[config.mk]
export PLATFORM = sky130hd
export DESIGN_NAME = abt_framer
export DESIGN_NICKNAME = d
export VERILOG_FILES = /design/src/abt_pkg.sv /design/src/abt_sw_filter.sv /design/src/abt_framer.sv
export SDC_FILE = /design/constraint.sdc
export NUM_CORES = 1
export LEC_CHECK = 0
export BUFFER_PORTS_ARGS = -buffer_cell sky130_fd_sc_hd__buf_4
export CORE_MARGIN = 2
export CORE_UTILIZATION = 30
export CTS_CLUSTER_SIZE = 40
export DETAILED_ROUTE_END_ITERATION = 10
export HOLD_SLACK_MARGIN = 0.06
export PLACE_DENSITY_LB_ADDON = 0.1
export RECOVER_POWER = 100
export SLEW_MARGIN = 0
export SYNTH_ARGS = -nofsm -noshare
export SYNTH_HDL_FRONTEND = slang
export SYNTH_SLANG_ARGS = --single-unit
export TNS_END_PERCENT = 30
[constraint.sdc]
create_clock -name mclk -period 2.7 [get_ports mclk]
set_input_delay 0.54 -clock mclk [delete_from_list [all_inputs] [get_ports mclk]]
set_output_delay 0.54 -clock mclk [all_outputs]
set_load 0.05 [all_outputs]
[src/abt_pkg.sv]
// Package of constants for the block transport message framer
package abt_pkg;
    // Status words
    localparam logic [15:0] SW_SUCCESS      = 16'h9000;
    localparam logic [15:0] SW_TOOLKIT_BUSY = 16'h9300;
    localparam logic [7:0]  SW1_PENDING     = 8'h91;
    localparam logic [7:0]  SW1_NORMAL      = 8'h61;
    localparam logic [7:0]  SW1_WARN_A      = 8'h62;
    localparam logic [7:0]  SW1_WARN_B      = 8'h63;
    localparam logic [3:0]  SW1_APP_NIB     = 4'h9;
    // Reserved identifier of the optional telecom directory
    localparam logic [15:0] TELECOM_DIR_FID = 16'h7F10;
    // Command header length and field positions
    localparam int          HDR_LEN         = 4;
    localparam int          IDX_CLA         = 0;
    localparam int          IDX_INS         = 1;
    localparam int          IDX_P1          = 2;
    localparam int          IDX_P2          = 3;
    localparam int          IDX_P3          = 4;
    // Command cases
    localparam logic [1:0]  CASE_1          = 2'h0;
    localparam logic [1:0]  CASE_2          = 2'h1;
    localparam logic [1:0]  CASE_3          = 2'h2;
    localparam logic [1:0]  CASE_4          = 2'h3;
    // Default per-block information field size and message size limit
    localparam int          INF_MAX_DEF     = 32;
    localparam int          MSG_MAX_DEF     = 261;
endpackage : abt_pkg

[src/abt_sw_filter.sv]
// Status word classifier: decides whether response data may accompany a status
`timescale 1ns/1ps
module abt_sw_filter (
    input  wire logic [15:0] status_word,
    input  wire logic        pending_cmd,
    output logic      [15:0] status_out,
    output logic             data_allowed
);
    logic [7:0] sw1;

    always_comb
    begin
        // Pending proactive command replaces plain success only
        if (pending_cmd && status_word == abt_pkg::SW_SUCCESS)
            status_out = {abt_pkg::SW1_PENDING, 8'h00};
        else
            status_out = status_word;
        sw1 = status_out[15:8];
        data_allowed = (sw1 == abt_pkg::SW1_NORMAL) || (sw1 == abt_pkg::SW1_WARN_A)
                    || (sw1 == abt_pkg::SW1_WARN_B)
                    || (sw1[7:4] == abt_pkg::SW1_APP_NIB);
    end
endmodule : abt_sw_filter

[src/abt_framer.sv]
// Card-side command/response message framer over chained information blocks
// What the document requires
// Terminal puts command unchanged into information field
// Card returns data and status in field
// Data allowed with 61XX, 62XX, 63XX, 9XXX
// Other status words return only two bytes
// Case 1: four header bytes, status reply
// Case 2 response may chain over blocks
// Terminal sends case 3/4 commands, maybe chained
// Case 3 reply is status bytes only
// Case 4 response may chain over blocks
// Cases classified by command/response data presence
// Exactly one response per command message
// May replace 9000 by 91XX when pending
// Terminal fetches pending command, then reports
// Answer 9300 when toolkit cannot take envelope
// Envelope handled as case 4 with data
// Terminal: 9000 envelope data is positive acknowledgement
// Terminal: 62XX/63XX envelope data is negative
// Telecom directory identifier is 7F 10
// All blocks but last are chained, in order
`timescale 1ns/1ps
module abt_framer #(
    parameter int INF_MAX = abt_pkg::INF_MAX_DEF,
    parameter int MSG_MAX = abt_pkg::MSG_MAX_DEF
) (
    input  wire logic        mclk,
    input  wire logic        resetn,
    // Incoming information field bytes from the block layer
    input  wire logic        rx_valid,
    input  wire logic [7:0]  rx_byte,
    input  wire logic        rx_last,
    input  wire logic        rx_chained,
    // Command processing side
    output logic             cmd_valid,
    output logic [1:0]       cmd_case,
    output logic [7:0]       cmd_ins,
    output logic [8:0]       cmd_lc,
    output logic [8:0]       cmd_le,
    input  wire logic        resp_valid,
    input  wire logic [15:0] resp_sw,
    input  wire logic [8:0]  resp_len,
    input  wire logic        pending_cmd,
    input  wire logic        toolkit_busy,
    input  wire logic        envelope_cmd,
    // Response data read port into the processing side's buffer
    output logic [8:0]       resp_rd_idx,
    input  wire logic [7:0]  resp_rd_data,
    // Outgoing information field bytes to the block layer
    output logic             tx_valid,
    input  wire logic        tx_ready,
    output logic [7:0]       tx_byte,
    output logic             tx_last,
    output logic             tx_chained,
    output logic [15:0]      telecom_fid
);
    if (INF_MAX < 3 || INF_MAX > 254 || MSG_MAX < 5 || MSG_MAX > 511)
    begin : g_bad_param
        $error("abt_framer: unsupported INF_MAX or MSG_MAX");
    end

    typedef enum logic [3:0] {
        ST_RX   = 4'b0001,
        ST_EXEC = 4'b0010,
        ST_DATA = 4'b0100,
        ST_SW   = 4'b1000
    } abt_state_e;

    typedef struct packed {
        abt_state_e  state;
        logic [8:0]  rx_cnt;
        logic        cmd_valid;
        logic [1:0]  cmd_case;
        logic [7:0]  cmd_ins;
        logic [8:0]  cmd_lc;
        logic [8:0]  cmd_le;
        logic [15:0] sw;
        logic [8:0]  data_len;
        logic [8:0]  tx_cnt;
        logic [7:0]  blk_cnt;
        logic        sw_half;
        logic        tx_valid;
        logic [7:0]  tx_byte;
        logic        tx_last;
        logic        tx_chained;
    } abt_regs_s;

    abt_regs_s   st_reg;
    abt_regs_s   st_next;
    logic [7:0]  hdr [0:abt_pkg::IDX_P3];
    logic [15:0] sw_eff;
    logic        data_ok;
    logic [15:0] sw_raw;
    logic [8:0]  rx_total;
    logic        tx_take;
    logic [7:0]  inf_max8;

    assign inf_max8 = 8'(INF_MAX);

    // Header bytes kept; command data body bytes are counted but not stored or passed on
    always_ff @(posedge mclk or negedge resetn)
    begin
        if (!resetn)
            for (int i = 0; i <= abt_pkg::IDX_P3; i++)
                hdr[i] <= 8'h00;
        else if (st_reg.state == ST_RX && rx_valid && st_reg.rx_cnt <= 9'(abt_pkg::IDX_P3))
            hdr[st_reg.rx_cnt[2:0]] <= rx_byte;
    end

    assign sw_raw = toolkit_busy && envelope_cmd ? abt_pkg::SW_TOOLKIT_BUSY : resp_sw;

    abt_sw_filter u_filter (
        .status_word  (sw_raw),
        .pending_cmd  (pending_cmd),
        .status_out   (sw_eff),
        .data_allowed (data_ok)
    );

    assign rx_total = st_reg.rx_cnt + 9'h001;
    assign tx_take  = st_reg.tx_valid && tx_ready;

    always_comb
    begin
        st_next = st_reg;
        st_next.cmd_valid = 1'b0;
        if (tx_take)
            st_next.tx_valid = 1'b0;
        case (st_reg.state)
            ST_RX:
            begin
                if (rx_valid)
                begin
                    st_next.rx_cnt = rx_total;
                    if (rx_last && !rx_chained)
                    begin
                        // Length and the P3 byte tell the case apart
                        st_next.cmd_ins = (st_reg.rx_cnt > 9'(abt_pkg::IDX_INS))
                                        ? hdr[abt_pkg::IDX_INS] : rx_byte;
                        if (rx_total <= 9'(abt_pkg::HDR_LEN))
                        begin
                            st_next.cmd_case = abt_pkg::CASE_1;
                            st_next.cmd_lc   = 9'h000;
                            st_next.cmd_le   = 9'h000;
                        end
                        else if (rx_total == 9'(abt_pkg::HDR_LEN + 1))
                        begin
                            st_next.cmd_case = abt_pkg::CASE_2;
                            st_next.cmd_lc   = 9'h000;
                            st_next.cmd_le   = (rx_byte == 8'h00) ? 9'h100 : {1'b0, rx_byte};
                        end
                        else if (rx_total == 9'(abt_pkg::HDR_LEN + 1) + {1'b0, hdr[abt_pkg::IDX_P3]})
                        begin
                            st_next.cmd_case = abt_pkg::CASE_3;
                            st_next.cmd_lc   = {1'b0, hdr[abt_pkg::IDX_P3]};
                            st_next.cmd_le   = 9'h000;
                        end
                        else
                        begin
                            st_next.cmd_case = abt_pkg::CASE_4;
                            st_next.cmd_lc   = {1'b0, hdr[abt_pkg::IDX_P3]};
                            st_next.cmd_le   = (rx_byte == 8'h00) ? 9'h100 : {1'b0, rx_byte};
                        end
                        st_next.cmd_valid = 1'b1;
                        st_next.state     = ST_EXEC;
                    end
                end
            end
            ST_EXEC:
            begin
                if (resp_valid)
                begin
                    st_next.sw       = sw_eff;
                    st_next.tx_cnt   = 9'h000;
                    st_next.blk_cnt  = 8'h00;
                    st_next.sw_half  = 1'b0;
                    // Data only for data-carrying cases and permitted status
                    if (data_ok && (st_reg.cmd_case == abt_pkg::CASE_2
                                    || st_reg.cmd_case == abt_pkg::CASE_4)
                        && resp_len != 9'h000)
                    begin
                        st_next.data_len = resp_len;
                        st_next.state    = ST_DATA;
                    end
                    else
                    begin
                        st_next.data_len = 9'h000;
                        st_next.state    = ST_SW;
                    end
                end
            end
            ST_DATA:
            begin
                if (!st_reg.tx_valid || tx_take)
                begin
                    st_next.tx_valid = 1'b1;
                    st_next.tx_byte  = resp_rd_data;
                    // Block boundary: chain unless this block ends the message
                    st_next.tx_last  = (st_reg.blk_cnt == inf_max8 - 8'h01);
                    st_next.tx_chained = (st_reg.blk_cnt == inf_max8 - 8'h01);
                    st_next.blk_cnt  = (st_reg.blk_cnt == inf_max8 - 8'h01)
                                     ? 8'h00 : st_reg.blk_cnt + 8'h01;
                    st_next.tx_cnt   = st_reg.tx_cnt + 9'h001;
                    if (st_reg.tx_cnt + 9'h001 == st_reg.data_len)
                        st_next.state = ST_SW;
                end
            end
            ST_SW:
            begin
                if (!st_reg.tx_valid || tx_take)
                begin
                    st_next.tx_valid = 1'b1;
                    st_next.tx_byte  = st_reg.sw_half ? st_reg.sw[7:0] : st_reg.sw[15:8];
                    st_next.tx_chained = st_reg.sw_half ? 1'b0
                                       : (st_reg.blk_cnt == inf_max8 - 8'h01);
                    st_next.tx_last  = st_reg.sw_half
                                     || (st_reg.blk_cnt == inf_max8 - 8'h01);
                    st_next.blk_cnt  = (st_reg.blk_cnt == inf_max8 - 8'h01)
                                     ? 8'h00 : st_reg.blk_cnt + 8'h01;
                    st_next.sw_half  = 1'b1;
                    if (st_reg.sw_half)
                    begin
                        st_next.rx_cnt = 9'h000;
                        st_next.state  = ST_RX;
                    end
                end
            end
            default:
            begin
                st_next.state = ST_RX;
            end
        endcase
    end

    always_ff @(posedge mclk or negedge resetn)
    begin
        if (!resetn)
        begin
            st_reg       <= '0;
            st_reg.state <= ST_RX;
        end
        else
            st_reg <= st_next;
    end

    always_ff @(posedge mclk or negedge resetn)
    begin
        if (!resetn)
            telecom_fid <= 16'h0000;
        else
            telecom_fid <= abt_pkg::TELECOM_DIR_FID;
    end

    assign resp_rd_idx = st_reg.tx_cnt;
    assign cmd_valid   = st_reg.cmd_valid;
    assign cmd_case    = st_reg.cmd_case;
    assign cmd_ins     = st_reg.cmd_ins;
    assign cmd_lc      = st_reg.cmd_lc;
    assign cmd_le      = st_reg.cmd_le;
    assign tx_valid    = st_reg.tx_valid;
    assign tx_byte     = st_reg.tx_byte;
    assign tx_last     = st_reg.tx_last;
    assign tx_chained  = st_reg.tx_chained;
endmodule : abt_framer

Word-level counts from Yosys, hierarchy flattened
Cells that the tools add are included.
{"block": "word_totals", "ff_bits": 137, "in_bits": 51, "output_inout_bits": 65, "word_cells": 124}
{"block": "classes", "add_sub_neg": 4, "n_lt_le_gt_ge": 5, "n_eq_ne": 22, "muxes": 38, "bitwise": 1, "reduce_logical": 32}
{"operator": "two-way mux 29 bit", "n": 2}
{"operator": "two-way mux 17 bit", "n": 3}
{"operator": "two-way mux 42 bit", "n": 1}
{"operator": "bitwise mux 40 bit", "n": 1}
{"operator": "one-hot mux 9 bit (2 select lines)", "n": 2}
{"operator": "two-way mux 16 bit", "n": 2}
{"operator": "two-way mux 8 bit", "n": 4}
{"operator": "two-way mux 9 bit", "n": 3}
{"operator": "two-way mux 13 bit", "n": 2}
{"operator": "demux 8 bit (select 3 bit)", "n": 1}
{"operator": "== test 8 x 7 -> 1 bit, second input constant", "n": 3}
{"operator": "one-hot mux 8 bit (3 select lines)", "n": 1}
{"operator": "one-hot mux 11 bit (2 select lines)", "n": 1}
{"operator": "two-way mux 20 bit", "n": 1}
{"operator": "two-way mux 4 bit", "n": 5}
{"operator": "adder 9 x 1 -> 9 bit, second input constant", "n": 2}
{"operator": "== test 9 bit", "n": 2}
{"operator": "less-or-equal comparator 9 x 3 -> 1 bit, second input constant", "n": 2}
{"operator": "two-way mux 18 bit", "n": 1}
{"operator": "== test 16 bit, second input constant", "n": 1}
{"operator": "one-hot mux 4 bit (4 select lines)", "n": 1}
{"operator": "inequality test 2 bit, second input constant", "n": 6}
{"operator": "AND reduction 3 bit", "n": 4}
{"operator": "two-way mux 11 bit", "n": 1}
{"operator": "28 further kinds", "n": 50}

Depth between registers and ports, before layout
{"block": "depth", "ltp_word": 14, "mapped_depth": 8, "ltp_nobuf": 7}

By module
A second synthesis with hierarchy kept.
{"block": "hier_totals", "cells_unflattened": 680, "area_unflattened_um2": 6429.9}
{"module": "abt_framer", "n_inst": 1, "cells_each": 656, "area_each_um2": 6292.3, "seq_area_each_um2": 2803.9}
{"module": "abt_sw_filter", "n_inst": 1, "cells_each": 24, "area_each_um2": 137.6, "seq_area_each_um2": 0.0}

Worst setup path before layout
OpenSTA, ideal clock, no wires.
{"block": "synth_path", "path_type": "register -> register", "from": "register st_reg[83] in the netlist's numbering", "to": "register st_reg, in the netlist cmd_le[0]", "setup_time_ns": 0.140, "t_arrival_ns": 2.019, "t_required_ns": 2.560, "setup_slack_ns": 0.542, "stages_incl_launch_ff": 8, "path_buffers": 1, "synth_period_minus_slack_ns": 2.158, "path_cell_list": "dfrtp_1 ha_1 buf_2 and4_4 xor3_1 or3b_4 nor4_4 o21ai_0"}
{"block": "synth_via", "elab_chain_len": 5, "elab_cells_between_ends": 7, "classes_between": "add/sub (1); order compare (1); eq/ne (2); mux (3)"}
{"item": "from (decl)", "line": "abt_framer.sv:88", "text": "abt_regs_s st_reg;"}
{"item": "from (signal assigned)", "line": "abt_framer.sv:242", "text": "st_reg <= st_next;"}
{"item": "adder 9 x 1 -> 9 bit (*)", "line": "abt_framer.sv:119", "text": "assign rx_total = st_reg.rx_cnt + 9'h001;"}
{"item": "parallel branches: the longest is 3 deep, another holds less-or-equal comparator 9 x 3 -> 1 bit"}
{"item": "two-way mux 17 bit (*)", "line": "abt_framer.sv:139", "text": "if (rx_total <= 9'(abt_pkg::HDR_LEN))"}
Every way passes the cells marked *.
A chain may end at the register's enable or synchronous reset.

Worst setup path in the final report
{"block": "layout_path", "from": "register st_reg[88] in the netlist's numbering", "to": "register hdr[27] in the netlist's numbering"}
{"block": "layout_via", "elab_chain_len": 2}
{"item": "less-or-equal comparator 9 x 3 -> 1 bit", "line": "abt_framer.sv:106", "text": "else if (st_reg.state == ST_RX && rx_valid && st_reg.rx_cnt <= 9'(abt_pkg::IDX_P3))"}
{"item": "logical AND 1 bit", "line": "abt_framer.sv:106"}
{"item": "to (signal, indexed assignment)", "line": "abt_framer.sv:107", "text": "hdr[st_reg.rx_cnt[2:0]] <= rx_byte;"}
{"item": "to (decl)", "line": "abt_framer.sv:90", "text": "logic [7:0] hdr [0:abt_pkg::IDX_P3];"}
Every way passes these cells.

==> results.txt <==
----------------------------------------------------
[Synth]
  Number of unique standard cell types used by synthesis ... 58
  YS warnings ... 0
  Proportion of register bits with asynchronous set or reset after synthesis ... 100%
  Top flip-flop cell by instance count after synthesis ... sky130_fd_sc_hd__dfrtp_1
  Fraction of synthesized area in multiplexers ... 6.00%
  Simple-gate share of the synthesized area ... 17.3%
  Avg Cell Area, Syn ... 9.65 um2
  Post-synthesis cell count ... 642
  Post-Syn Area ... 6190 um2
  Portion of the post-synthesis area used by sequential elements ... 45.3%
  Post-synthesis sequential element count ... 112
  Compound-cell area share of the yosys netlist ... 15.0%
  Arithmetic-cell share of the synthesized area counting full adders, half adders and majority gates ... 1.62%
  Number of enable flip-flop cells after synthesis ... 0
  Largest family of logic cells by synthesized area ... simple AND/OR/NAND/NOR gates
  Fraction of synthesized cell area in xor and xnor cells ... 4.63%

[Die]
  # IOs ... 116
  Cell Rows ... 52
  Area of the die ... 21800 um2
  Floorplan core area ... 20200 um2
  Die width ... 148 um
  Effective utilization at floorplan ... 30.6%
  DIE HEIGHT ... 148 um

[STA]
  Max Slew Vio Count ... 32
  Worst Max-Slew Pin Slew ... 1.96 ns
  Total Neg Setup Slack ... 0 ns
  Total of endpoints with negative setup slack in the final report ... 0
  Worst setup skew after layout ... 0.0130 ns
  Unrepaired setup endpoints after global routing ... no
  Worst slew margin ... -30.8%
  Final worst-path cycle share ... 92.1%
  Max Fclk ... 402 MHz
  Hold_ws ... 0.410 ns
  Crit path time final ... 2.49 ns
  Final worst slack ... 0.213 ns
  Total count of hold-check failures in the final report ... 0

[Final layout]
  Share of final-layout standard cells stronger than drive strength 1 ... 15.3%
  Final Core Density ... 34.4%
  Leading cell type in the layout, fill and taps excluded ... sky130_fd_sc_hd__dfrtp_1
  Antenna cells ... 0
  Largest register FFs ... 47
  Signed area change from the synthesized netlist to the final layout ... 12.5%
  Most used cells in the layout excluding fill and tap cells ... sky130_fd_sc_hd__dfrtp_1, sky130_fd_sc_hd__nand2_1, sky130_fd_sc_hd__o21ai_0
  Non-filler cells in the finished layout ... 969
  FILL cells ... 2122
  Finished Cell Area ... 6970 um2
  Total number of nets in the final design ... 753

[Run]
  # Max-Cap Violations ... 1

[Power and ir drop]
  Cell-internal power ... 3.53 mW
  Comb pwr share ... 38.4%
  Leakage ... 3.14 nW
  Clock group share of total power ... 22.0%
  PnR Total Power ... 6.16 mW
  Sequential power share ... 39.5%
  Switching pwr ... 2.63 mW
  Sw frac ... 42.7%
  VDD IR-drop max ... 0.446 mV
  Power Dens Cells ... 884 nW/um2

[Route]
  Wire length after detailed routing ... 15900 um
  Final routed DRC violation total ... 0
  Number of iterations in the first detailed-routing pass ... 4
  Vias ... 4789
  Iter 0 DRT Violations ... 276
  Via-per-instance ratio ... 4.94
  Antenna-violating nets left ... 0
  Average routed wire per standard cell ... 16.4 um

[GRT]
  Via count of the first global-routing pass ... 4761
  Maximum number of pins on one net before global-route repair ... 52
  First-pass GRT wire length ... 26000 um
  Global routing usage summed across all routing layers ... 15.0%
  Overflow left after global routing ... 0
  Initial antenna violation count ... 0

[CTS]
  CTS max path bufs ... 2
  TritonCTS clock tree ... done
  Clock slew at the register clock pins of the worst setup and hold paths ... 0.09 ns
  Clock network latency to the later pin of the worst-skew pair ... 0.35 ns
  Hold-fix buffers, CTS ... 0
  H-tree levels ... 3
  Post-CTS setup buffer count ... 0
  Clk root buf ... sky130_fd_sc_hd__clkbuf_16
  Inserted Clock Buffers ... 9
  Num Clock Sinks ... 112
  Post-CTS resize count ... 0

[Setup path]
  Setup CP Type ... reg -> reg
  Endpoint kind of the worst setup timing path ... flip-flop
  Data arrival time of the critical path ... 2.73 ns
  Startpoint Class ... flip-flop
  Max FO, Critical Path ... 8
  Data required time of the worst path ... 2.94 ns

[Placed design]
  Post-detailed-placement half-perimeter wirelength ... 11500 um
  Worst Setup Slack post-DPL ... 0.238 ns
  Placed Cells incl. Taps ... 953
  Final estimated routing congestion in global placement ... 0.822
  Cell Area, Placed ... 6900 um2
  Port Buffer Count ... 106

[Run status]
  Failing checks ... max-capacitance violations, max-slew violations
  Outcome ... finished, violations left

[Worst hold path]
  Worst Hold Class ... in -> reg

----------------------------------------------------
==> cells in the mapped netlist (2+ instances only) <==
cell / number / area (um2)
sky130_fd_sc_hd__dfrtp_1: 111 / 2780
sky130_fd_sc_hd__nand2_1: 81 / 304
sky130_fd_sc_hd__o21ai_0: 69 / 345
sky130_fd_sc_hd__buf_4: 62 / 465
sky130_fd_sc_hd__nor2_1: 36 / 135
sky130_fd_sc_hd__a22o_1: 23 / 201
sky130_fd_sc_hd__nand3_1: 21 / 105
sky130_fd_sc_hd__mux2i_1: 18 / 180
sky130_fd_sc_hd__xnor2_1: 18 / 158
sky130_fd_sc_hd__mux2_2: 17 / 191
sky130_fd_sc_hd__clkbuf_1: 16 / 60.1
sky130_fd_sc_hd__nor3_1: 14 / 70.1
sky130_fd_sc_hd__xor2_1: 12 / 105
sky130_fd_sc_hd__a21oi_1: 11 / 55.1
sky130_fd_sc_hd__inv_1: 11 / 41.3
sky130_fd_sc_hd__a221o_1: 8 / 80.1
sky130_fd_sc_hd__buf_2: 8 / 40.0
sky130_fd_sc_hd__ha_1: 8 / 100
sky130_fd_sc_hd__and3_1: 7 / 43.8
sky130_fd_sc_hd__nand4_1: 7 / 43.8
sky130_fd_sc_hd__o31ai_1: 7 / 52.6
sky130_fd_sc_hd__nor4_1: 6 / 37.5
sky130_fd_sc_hd__a31oi_1: 5 / 31.3
sky130_fd_sc_hd__nor2b_1: 5 / 31.3
sky130_fd_sc_hd__or3_1: 5 / 31.3
sky130_fd_sc_hd__and2_1: 4 / 25.0
sky130_fd_sc_hd__nand2b_1: 4 / 25.0
sky130_fd_sc_hd__nor3b_1: 4 / 30.0
sky130_fd_sc_hd__a21o_1: 3 / 22.5
sky130_fd_sc_hd__nor4b_1: 3 / 26.3
sky130_fd_sc_hd__o21a_1: 3 / 22.5
sky130_fd_sc_hd__or4_1: 3 / 22.5
sky130_fd_sc_hd__a211o_1: 2 / 17.5
sky130_fd_sc_hd__a31o_2: 2 / 17.5
sky130_fd_sc_hd__and4_4: 2 / 22.5
sky130_fd_sc_hd__conb_1: 2 / 7.51
sky130_fd_sc_hd__nor3_2: 2 / 20.0
sky130_fd_sc_hd__o41ai_1: 2 / 17.5
==> metal layers <==
| layer | global-route usage [%] | vias to the layer above | wire length, um |
|---|---|---|---|
| met3 | 2.90 | 8 | 637 |
| met2 | 24.5 | 105 | 7570 |
| met1 | 20.6 | 2370 | 7570 |
| met4 | 3.37 | 0 | 129 |
| met5 | 0 | - | 0 |
| li1 | - | 2306 | - |
==> logic make-up after synthesis <==
logic type	Yosys count
fa+ha+maj	8
xor+xnor	31
mux	35
flops	112
other cells	2
simple gates	213
compound gates	142
buf+inv	99
==> critical path: stages, from the launching register on <==
cell and delay, ns:
sky130_fd_sc_hd__dfrtp_1 0.47, sky130_fd_sc_hd__or3_1 0.38, sky130_fd_sc_hd__or4_1 0.45, sky130_fd_sc_hd__nor3_1 0.28
sky130_fd_sc_hd__nand3b_1 0.40, sky130_fd_sc_hd__mux2_2 0.40
==> final cells by class <==
cell class | count | area, um2 | area share (%)
Tap cell | 270 | 338 | 4.85
Clock buffer | 9 | 225 | 3.23
Sequential cell | 112 | 2800 | 40.2
Clock inverter | 7 | 73.8 | 1.06
Inverter | 11 | 41.3 | 0.593
Timing Repair Buffer | 121 | 692 | 9.93
Multi-Input combinational cell | 439 | 2790 | 40.1
==> path summary, 6_finish.rpt <==
check	from	endpoint	slack (ns)	cells after the start
max in group asynchronous	resetn	st_reg[85]$_DFFE_PN0P_	0.47	2
worst max register to register	st_reg[88]$_DFFE_PN0P_	hdr[27]$_DFFE_PN0P_	0.21	5
worst max-delay path	st_reg[88]$_DFFE_PN0P_	hdr[27]$_DFFE_PN0P_	0.21	5
min in group asynchronous	resetn	st_reg[89]$_DFFE_PN0P_	0.74	1
worst min-delay path	resp_sw[1]	st_reg[39]$_DFFE_PN0P_	0.41	2
worst min register to register	st_reg[40]$_DFFE_PN0P_	st_reg[40]$_DFFE_PN0P_	0.47	2
==> power groups by stage <==
stage	logic [mW]	clock network [mW]	registers, mW
floorplan	2.15	0	2.36
global placement	2.54	0	2.47
detailed placement	2.57	0	2.48
CTS	2.57	1.42	2.45
global route	2.60	1.48	2.50
finish	2.37	1.36	2.43
(Power assumes the default switching activity.)
